### src/hw/pwm_brake_defines.svh
`ifndef PWM_BRAKE_DEFINES_SVH
`define PWM_BRAKE_DEFINES_SVH

// Byte offsets on the Wishbone bus (register index times four)
`define IRQ_CONTROL_IDX 8'hb7
`define OUTPUT_POLARITY_IDX 8'hd6
`define BRAKE_CONTROL_DATA_IDX 8'hd7
`define PWM_CONTROL_IDX 8'he0
`define IRQ_CONTROL_ADDR 10'h2dc
`define OUTPUT_POLARITY_ADDR 10'h358
`define BRAKE_CONTROL_DATA_ADDR 10'h35c
`define PWM_CONTROL_ADDR 10'h380
`define MASK_ENABLE_ADDR 10'h384
`define MASK_LEVEL_ADDR 10'h388
`define BRAKE_STATUS_ADDR 10'h38c

// Field positions
`define BRAKE_FLAG_BIT 7
`define BRAKE_EDGE_SELECT_BIT 6
`define IRQ_TYPE_LSB 4
`define IRQ_CHANNEL_MSB 2
`define PWM_RUN_BIT 0
`define BRAKE_INPUT_ENABLE_BIT 1
`define CENTRE_ALIGNED_BIT 2

// Reset values
`define REG_RESET 8'h00

`endif

### src/hw/pwm_brake_pkg.sv
package pwm_brake_pkg;

    typedef enum logic [1:0] {
        irq_falling,
        irq_rising,
        irq_centre,
        irq_end
    } irq_type_t;

    typedef struct packed {
        logic [5:0] wave;
        logic period_centre;
        logic period_end;
    } pwm_events_t;

    typedef struct packed {
        logic [9:0] adr;
        logic [31:0] dat;
        logic we;
        logic [3:0] sel;
        logic cyc;
        logic stb;
    } wb_req_t;

endpackage

### src/hw/brake_edge_detect.sv
`timescale 1ns/1ps
`include "pwm_brake_defines.svh"

module brake_edge_detect (
    input wire logic clock, // System clock
    input wire logic rst_n, // Synchronised reset
    input wire logic pin, // Raw brake pin
    input wire logic rising_sel, // 1 selects rising edge
    output logic edge_seen // One-cycle pulse
);
    logic sync1;
    logic sync2;
    logic last;
    logic next_edge_seen;

    always_comb begin
        if (rising_sel) begin
            next_edge_seen = sync2 & ~last;
        end else begin
            next_edge_seen = ~sync2 & last;
        end
    end

    always_ff @(posedge clock or negedge rst_n) begin
        if (!rst_n) begin
            // Pin idles high; reset to that level so release sees no false edge
            sync1 <= 1'b1;
            sync2 <= 1'b1;
            last <= 1'b1;
            edge_seen <= 1'b0;
        end else begin
            sync1 <= pin;
            sync2 <= sync1;
            last <= sync2;
            edge_seen <= next_edge_seen;
        end
    end
endmodule

### src/hw/pwm_output_brake_stage.sv
`timescale 1ns/1ps
`include "pwm_brake_defines.svh"

// Function
// - With brake input enabled, a brake-pin edge of the chosen polarity sets the brake flag.
// - Only reset or a software write of 0 clears the brake flag; no other logic does.
// - The edge select bit picks falling (0) or rising (1) brake edges.
// - While braking each channel is replaced by its brake output level bit.
// - Each channel's invert bit passes the signal straight (0) or inverted (1).
// - Interrupt type 00 falling, 01 rising, 10 period centre, 11 period end.
// - Centre and end interrupts fire only in centre-aligned mode.
// - Channel select 000 to 101 picks channel 0 to 5, other codes pick channel 0.
// - Mask enable 0 passes the generated signal, 1 substitutes the mask level.
// - A masked channel takes its mask level bit, low for 0 and high for 1, before the invert bit.
module pwm_output_brake_stage
    import pwm_brake_pkg::*;
#(
    parameter int CHANNELS = 6
) (
    input wire logic clock, // 25 MHz system clock
    input wire logic nrst, // Async active-low reset
    input pwm_brake_pkg::wb_req_t wb_req, // Wishbone request
    output logic [31:0] wb_dat_o, // Wishbone read data
    output logic wb_ack_o, // Wishbone acknowledge
    input pwm_brake_pkg::pwm_events_t events, // Generator waveforms and period events
    input wire logic brake_input_pin, // Fault brake pin
    output logic [CHANNELS-1:0] pwm_out, // Channel output pins
    output logic pwm_irq, // PWM interrupt pulse
    output logic pwm_run_a // Run bit to the counter
);
    logic rst_sync1;
    logic rst_n;
    logic [7:0] irq_control;
    logic [7:0] output_polarity;
    logic [7:0] brake_control_data;
    logic [7:0] pwm_control;
    logic [7:0] output_mask_enable;
    logic [7:0] output_mask_level;
    logic brake_active;
    logic brake_edge;
    logic [CHANNELS-1:0] wave_last;
    logic [7:0] next_irq_control;
    logic [7:0] next_output_polarity;
    logic [7:0] next_brake_control_data;
    logic [7:0] next_pwm_control;
    logic [7:0] next_output_mask_enable;
    logic [7:0] next_output_mask_level;
    logic next_brake_active;
    logic [31:0] next_wb_dat_o;
    logic next_wb_ack_o;
    logic [CHANNELS-1:0] next_pwm_out;
    logic next_pwm_irq;
    logic [CHANNELS-1:0] masked;
    logic [CHANNELS-1:0] braked;
    logic [2:0] chan;
    logic wr;
    logic run_set;
    irq_type_t irq_type;

    always_ff @(posedge clock or negedge nrst) begin
        if (!nrst) begin
            rst_sync1 <= 1'b0;
            rst_n <= 1'b0;
        end else begin
            rst_sync1 <= 1'b1;
            rst_n <= rst_sync1;
        end
    end

    brake_edge_detect u_edge (
        .clock(clock),
        .rst_n(rst_n),
        .pin(brake_input_pin),
        .rising_sel(brake_control_data[`BRAKE_EDGE_SELECT_BIT]),
        .edge_seen(brake_edge)
    );

    // Register file
    always_comb begin
        wr = wb_req.cyc & wb_req.stb & wb_req.we & ~wb_ack_o & wb_req.sel[0];
        next_irq_control = irq_control;
        next_output_polarity = output_polarity;
        next_brake_control_data = brake_control_data;
        next_pwm_control = pwm_control;
        next_output_mask_enable = output_mask_enable;
        next_output_mask_level = output_mask_level;
        run_set = 1'b0;
        if (wr) begin
            unique case (wb_req.adr)
                `IRQ_CONTROL_ADDR: next_irq_control = wb_req.dat[7:0] & 8'h37;
                `OUTPUT_POLARITY_ADDR: next_output_polarity = wb_req.dat[7:0] & 8'h3f;
                `BRAKE_CONTROL_DATA_ADDR: next_brake_control_data = wb_req.dat[7:0];
                `PWM_CONTROL_ADDR: begin
                    next_pwm_control = wb_req.dat[7:0] & 8'h07;
                    run_set = wb_req.dat[`PWM_RUN_BIT];
                end
                `MASK_ENABLE_ADDR: next_output_mask_enable = wb_req.dat[7:0] & 8'h3f;
                `MASK_LEVEL_ADDR: next_output_mask_level = wb_req.dat[7:0] & 8'h3f;
                default: ;
            endcase
        end
        // Software may only clear the flag; a write of 1 keeps the old value
        next_brake_control_data[`BRAKE_FLAG_BIT] =
            (wr && wb_req.adr == `BRAKE_CONTROL_DATA_ADDR) ?
            (brake_control_data[`BRAKE_FLAG_BIT] & wb_req.dat[`BRAKE_FLAG_BIT]) :
            brake_control_data[`BRAKE_FLAG_BIT];
        if (brake_edge && pwm_control[`BRAKE_INPUT_ENABLE_BIT]) begin
            next_brake_control_data[`BRAKE_FLAG_BIT] = 1'b1;
        end
        // Brake held until run is set with the flag clear; a set flag or new edge wins over release
        next_brake_active = brake_active;
        if (run_set) begin
            next_brake_active = 1'b0;
        end
        if (next_brake_control_data[`BRAKE_FLAG_BIT]) begin
            next_brake_active = 1'b1;
        end
        // Braking stops the counter until software restarts it
        if (brake_edge && pwm_control[`BRAKE_INPUT_ENABLE_BIT]) begin
            next_pwm_control[`PWM_RUN_BIT] = 1'b0;
        end
    end

    // Bus answer, one cycle after the request
    always_comb begin
        next_wb_ack_o = wb_req.cyc & wb_req.stb & ~wb_ack_o;
        next_wb_dat_o = 32'h0000_0000;
        if (wb_req.cyc && wb_req.stb && !wb_ack_o && !wb_req.we) begin
            unique case (wb_req.adr)
                `IRQ_CONTROL_ADDR: next_wb_dat_o[7:0] = irq_control;
                `OUTPUT_POLARITY_ADDR: next_wb_dat_o[7:0] = output_polarity;
                `BRAKE_CONTROL_DATA_ADDR: next_wb_dat_o[7:0] = brake_control_data;
                `PWM_CONTROL_ADDR: next_wb_dat_o[7:0] = pwm_control;
                `MASK_ENABLE_ADDR: next_wb_dat_o[7:0] = output_mask_enable;
                `MASK_LEVEL_ADDR: next_wb_dat_o[7:0] = output_mask_level;
                `BRAKE_STATUS_ADDR: next_wb_dat_o[7:0] = {7'h00, brake_active};
                default: next_wb_dat_o = 32'h0000_0000;
            endcase
        end
    end

    // Output path per channel
    generate
        for (genvar i = 0; i < CHANNELS; i++) begin : g_chan
            always_comb begin
                masked[i] = output_mask_enable[i] ? output_mask_level[i] :
                    events.wave[i];
                braked[i] = brake_active ? brake_control_data[i] : masked[i];
                next_pwm_out[i] = braked[i] ^ output_polarity[i];
            end
        end
    endgenerate

    // Interrupt source
    always_comb begin
        irq_type = irq_type_t'(irq_control[`IRQ_TYPE_LSB +: 2]);
        chan = irq_control[`IRQ_CHANNEL_MSB:0];
        if (chan > 3'h5) begin
            chan = 3'h0;
        end
        unique case (irq_type)
            irq_falling: next_pwm_irq = wave_last[chan] & ~events.wave[chan];
            irq_rising: next_pwm_irq = ~wave_last[chan] & events.wave[chan];
            irq_centre: next_pwm_irq = events.period_centre &
                pwm_control[`CENTRE_ALIGNED_BIT];
            irq_end: next_pwm_irq = events.period_end &
                pwm_control[`CENTRE_ALIGNED_BIT];
        endcase
    end

    always_ff @(posedge clock or negedge rst_n) begin
        if (!rst_n) begin
            irq_control <= `REG_RESET;
            output_polarity <= `REG_RESET;
            brake_control_data <= `REG_RESET;
            pwm_control <= `REG_RESET;
            output_mask_enable <= `REG_RESET;
            output_mask_level <= `REG_RESET;
            brake_active <= 1'b0;
            wb_ack_o <= 1'b0;
            wb_dat_o <= 32'h0000_0000;
            pwm_out <= '0;
            pwm_irq <= 1'b0;
            wave_last <= '0;
            pwm_run_a <= 1'b0;
        end else begin
            irq_control <= next_irq_control;
            output_polarity <= next_output_polarity;
            brake_control_data <= next_brake_control_data;
            pwm_control <= next_pwm_control;
            output_mask_enable <= next_output_mask_enable;
            output_mask_level <= next_output_mask_level;
            brake_active <= next_brake_active;
            wb_ack_o <= next_wb_ack_o;
            wb_dat_o <= next_wb_dat_o;
            pwm_out <= next_pwm_out;
            pwm_irq <= next_pwm_irq;
            wave_last <= events.wave;
            pwm_run_a <= next_pwm_control[`PWM_RUN_BIT];
        end
    end
endmodule

### config.mk
export PLATFORM = sky130hd
export DESIGN_NAME = pwm_output_brake_stage
export DESIGN_NICKNAME = d
export VERILOG_FILES = /design/src/hw/pwm_brake_pkg.sv /design/src/hw/brake_edge_detect.sv /design/src/hw/pwm_output_brake_stage.sv
export VERILOG_INCLUDE_DIRS = /design/src /design/src/hw
export SDC_FILE = /design/constraint.sdc
export NUM_CORES = 1
export LEC_CHECK = 0
export ABC_CLOCK_PERIOD_IN_PS = 4050
export BUFFER_PORTS_ARGS = -buffer_cell sky130_fd_sc_hd__buf_2
export CAP_MARGIN = 30
export CORE_UTILIZATION = 35
export CTS_BUF_LIST = sky130_fd_sc_hd__clkbuf_4 sky130_fd_sc_hd__clkbuf_8
export CTS_CLUSTER_DIAMETER = 120
export DETAILED_ROUTE_END_ITERATION = 10
export GPL_TIMING_DRIVEN = 0
export PLACE_DENSITY = 0.62
export SKIP_CTS_REPAIR_TIMING = 1
export SYNTH_ARGS = -nofsm -noshare
export SYNTH_HDL_FRONTEND = slang
export SYNTH_SLANG_ARGS = --single-unit
### constraint.sdc
create_clock -name clock -period 4.05 [get_ports clock]
set_input_delay 0.6075 -clock clock [delete_from_list [all_inputs] [get_ports clock]]
set_output_delay 0.6075 -clock clock [all_outputs]
set_load 0.02 [all_outputs]
## Word-level counts from Yosys, hierarchy flattened

Index checks and enable logic that the tools add are counted.

- Reductions and logical operators: 18
- Order comparisons: 2
- Muxes and demuxes: 30
- Bitwise operators: 23
- Eq/ne operators: 10

Operators with widths:

| kind | number |
|---|---|
| equality test 10 bit (second input constant) | 7 |
| one-hot mux 8 bit (7 select lines) | 1 |
| two-way mux 1 bit | 24 |
| AND reduction 2 bit | 7 |
| bitwise AND 1 bit | 12 |
| two-way mux 8 bit | 1 |
| binary-select mux 1 bit (select 3 bit) | 2 |
| nonzero test 2 bit | 3 |
| bitwise XOR 1 bit | 6 |
| logical AND 1 bit | 5 |
| NOT 1 bit | 5 |
| equality test 2 bit (second input constant) | 2 |
| < comparator 3 x 4 -> 1 bit (second input constant) | 1 |
| one-hot mux 1 bit (4 select lines) | 1 |
| > comparator 3 bit (second input constant) | 1 |
| two-way mux 3 bit | 1 |
| equality test 2 x 1 -> 1 bit (second input constant) | 1 |
| logical NOT 1 bit | 2 |
| logical NOT 2 bit | 1 |

- Bits in registers: 87
- Bits of input ports: 60
- Logic and storage cells: 103

## Depth between registers and ports, before layout

- Depth in word-level cells: 8
- Depth in mapped cells: 6

## Cells and area by module

Synthesis repeated with hierarchy kept, for this count alone.

- Cell total of the unflattened synthesis: 255
- Area total of the unflattened synthesis: 3118.0 µm²

Modules (own cells, without submodules):

| module | instances | area each (µm²) | cells each |
|---|---|---|---|
| pwm_output_brake_stage | 1 | 2991.6 | 248 |
| brake_edge_detect | 1 | 126.4 | 7 |

## Worst setup path after synthesis

No wires, ideal clock.

- Path kind: input to register
- Start: input port wb_req[41] (netlist bit)
- End: register output_mask_level[0]
- Data required time: 3.925 ns
- Stages on the path: 5
- Library setup time: 0.125 ns
- Data arrival time: 1.770 ns
- Path slack: 2.155 ns
- Path buffers: 1
- Cells stage by stage: buf_6 -> nor4b_4 -> and3_4 -> nand2_4 -> mux2_4

- Longest elaborated chain between the ends: 2

RTL lines:

| element | RTL line | RTL |
|---|---|---|
| start, declared | pwm_output_brake_stage.sv:22 | `input pwm_brake_pkg::wb_req_t wb_req,` |
| equality test 10 bit | pwm_output_brake_stage.sv:89 | `unique case (wb_req.adr)` |
| AND reduction 2 bit (no source line) | n/a |  |
| end signal, assigned | pwm_output_brake_stage.sv:178 | `` output_mask_level <= `REG_RESET; `` |
| end signal, assigned | pwm_output_brake_stage.sv:192 | `output_mask_level <= next_output_mask_level;` |
| end, declared | pwm_output_brake_stage.sv:38 | `logic [7:0] output_mask_level;` |

No other way between the ends.
A chain may end at the register's enable or synchronous reset.

## Worst setup path in the final report

- Start: input port wb_req[42] (netlist bit)
- End: register output_polarity[2]

- Longest elaborated chain between the ends: 2

RTL lines:

| element | RTL line | RTL |
|---|---|---|
| equality test 10 bit | pwm_output_brake_stage.sv:89 |  |
| AND reduction 2 bit (no source line) | n/a |  |
| end signal, assigned | pwm_output_brake_stage.sv:174 | `` output_polarity <= `REG_RESET; `` |
| end signal, assigned | pwm_output_brake_stage.sv:188 | `output_polarity <= next_output_polarity;` |
| end, declared | pwm_output_brake_stage.sv:34 | `logic [7:0] output_polarity;` |

No other way between the ends.

==> metrics.txt <==
Final Hold Fails=0; fin. max-slew vios=0; Seq. cell area=1580 um^2; Yosys top cell by area=dfrtp_1; Num CTS Buffers=9; largest family of logic cells by synthesized area=multiplexers; Synth Warn #=0; HP Class=input pin to asynchronous set/reset pin; final cell count without fillers=440; Ant. Diodes=0; Buffers & Inverters on Critical Path=1; Global Route Usage Sum=16.9%; most frequent cells in the layout=dfrtp_1, buf_2, mux2_2, buf_4, conb_1; Multi-input gate area=1340 um^2; setup_tns=0 ps; pin count of the biggest net entering global routing=35; critical path type=input pin to register; post-route core utilization=44.8%; Post-Synth XOR/XNOR Area=1.72%; met1 wire length=2960 um; CP Launch Type=input pin; Final setup violation count=0; via count=2126; simple-gate share of the synthesized area=12.1%; Synth Area in Compound Gates=8.66%; final WL=6770 um; nets=390; dpl hpwl=4940 um; Initial Util=36.7%; number of global-route vias before repair=2136; global-route wire length before repair=11200 um; Vias/cell=4.83; FP Rows=33; antenna violations before repair=0; Worst Path Max Fanout=10; CP required=4270 ps; CP top delay family=simple AND/OR/NAND/NOR gates; # IOs=101; Clock Latency Late Sink=340 ps; pre-CTS setup slack=1590 ps; Post-Syn Area=3060 um^2; Area contributors post-synth=dfrtp_1, mux2_2, buf_4; RSZ-0062 raised after global routing=false; Root Driver=clkbuf_8; Avg Cell Area, Syn=12.3 um^2; pwr dens=346 nW/um^2; P&R area growth vs syn=21.9%; Filler cells=808; Max-Slew Margin vs Limit=49.9%; Synth Flop Type=dfrtp_1; Clock transition at path regs=70 ps; clock sinks=63; placer congestion estimate=0.811; die height=95.5 um; met3 wire len=419 um; Die X-Extent=95.5 um; DRT iter0 DRCs=121; htree depth=3; CTS tree=yes; maximum VDD drop=0.165 mV; placed instance count=424; Seq/Total Area, Yosys=51.6%; grt total ovfl=0; DRC Markers=0; Yosys cell types=43; slew of the pin with the lowest slew margin=752 ps; Min Hold Slack=41.6 ps; IO buf count=47; Post-Synth Adder-Cell Area=0%; DR WL/cell=15.4 um; crit path DAT=2370 ps; commonest non-fill, non-tap cell in the layout=dfrtp_1; status=finished clean; post-route setup slack=1900 ps; Final min period=2150 ps; leakage power=1.92 nW; routed length on met2=3320 um; Routed Antenna Nets=0; crit path cell chain=buf_4 -> nor4b_4 -> nand3_1 -> mux2_2; worst-path cell with the longest stage delay=nor4b_4; proportion of layout cells with a drive suffix above 1=41.8%; Post-synth EDFFs=0; DR pass1 iterations=4; DIE AREA=9130 um^2; CORE AREA=8340 um^2; max_cap viols=0; slowest stage delay, CP=590 ps; ys async rst share=100%; DR top layer=met4; post-synth top area share=49.0%; cells after synthesis=248; Yosys reg bits=63; Max Clock Skew=7.98 ps; period utilization=53.1%; Clock Path Buffers=2; mux cell area share after synthesis=18.1%; Fmax achieved=465 MHz; CP endpoint kind=register
==> sequential cells by signal, indices dropped and copies added, names as in the netlist, 3 cells and up <==
register and flops:
brake_control_data 8, irq_control 5, output_mask_enable 6, output_mask_level 6, output_polarity 6, pwm_control 3
pwm_out 6, wave_last 6, wb_dat_o 8
==> Yosys cell counts (2+ instances only) <==
master,count
and3_1,6
conb_1,2
dfstp_2,3
mux2_4,6
and3_4,2
nor2b_1,5
buf_4,26
a21oi_1,4
buf_2,4
nand2_1,18
and3b_1,2
o21ai_0,10
dfrtp_1,60
mux2_2,27
xor2_1,6
o211ai_1,2
nand3_1,5
a222oi_1,5
mux2i_1,16
a22oi_1,3
nand2_2,2
a22o_1,6
nor2_1,7
and4b_1,2
==> where the power goes <==
group	switching, mW	leakage (nW)	internal (mW)	total, mW
logic	0.0577	0.980	0.0409	0.0986
clock network	0.233	0.107	0.312	0.545
registers	0.00938	0.837	0.638	0.648
total	0.300	1.92	0.991	1.29
==> layout make-up <==
type	instances	area share [%]
plain buffers	32	6.17
clock buffers	12	4.09
clock inverters	4	1.21
multi-input cells	176	35.8
flip-flops and latches	63	42.4
well taps	105	3.52
repair buffers	48	6.84
==> logic make-up after synthesis <==
family                 after synthesis
multiplexers                        49
AND/OR/NAND/NOR                     59
buffers and inverters               32
flip-flops                          63
other                                2
XOR/XNOR                             6
AO/OA/AOI/OAI                       37
==> path summary, 6_finish.rpt <==
path | start | end | slack (ps) | cells after the start
worst max-delay path | wb_req[42] | output_polarity[2]$_DFFE_PN0P_ | 1900 | 4
worst min-delay path | nrst | rst_n$_DFF_PN0_ | 40 | 1
worst max register to register | wb_ack_o$_DFF_PN0_ | output_polarity[2]$_DFFE_PN0P_ | 2120 | 5
worst min register to register | rst_n$_DFF_PN0_ | output_polarity[1]$_DFFE_PN0P_ | 340 | 0
max in group asynchronous | rst_n$_DFF_PN0_ | wave_last[5]$_DFF_PN0_ | 3090 | 1
min in group clock | rst_sync1$_DFF_PN0_ | rst_n$_DFF_PN0_ | 360 | 0
==> per-layer routing <==
layer / vias up / track usage [%]
met5: - / 0
met1: 1037 / 22.2
li1: 1013 / -
met2: 69 / 27.1
met4: 0 / 4.85
met3: 7 / 4.78
==> per-stage QoR <==
| stage | area [um^2] | power, mW |
|---|---|---|
| floorplan | 3150 | 0.722 |
| global placement | 3510 | 0.755 |
| detailed placement | 3540 | 0.759 |
| CTS | 3730 | 1.31 |
| global route | 3730 | 1.35 |
| finish | 3730 | 1.29 |
Power figures use the tool's default switching activity.
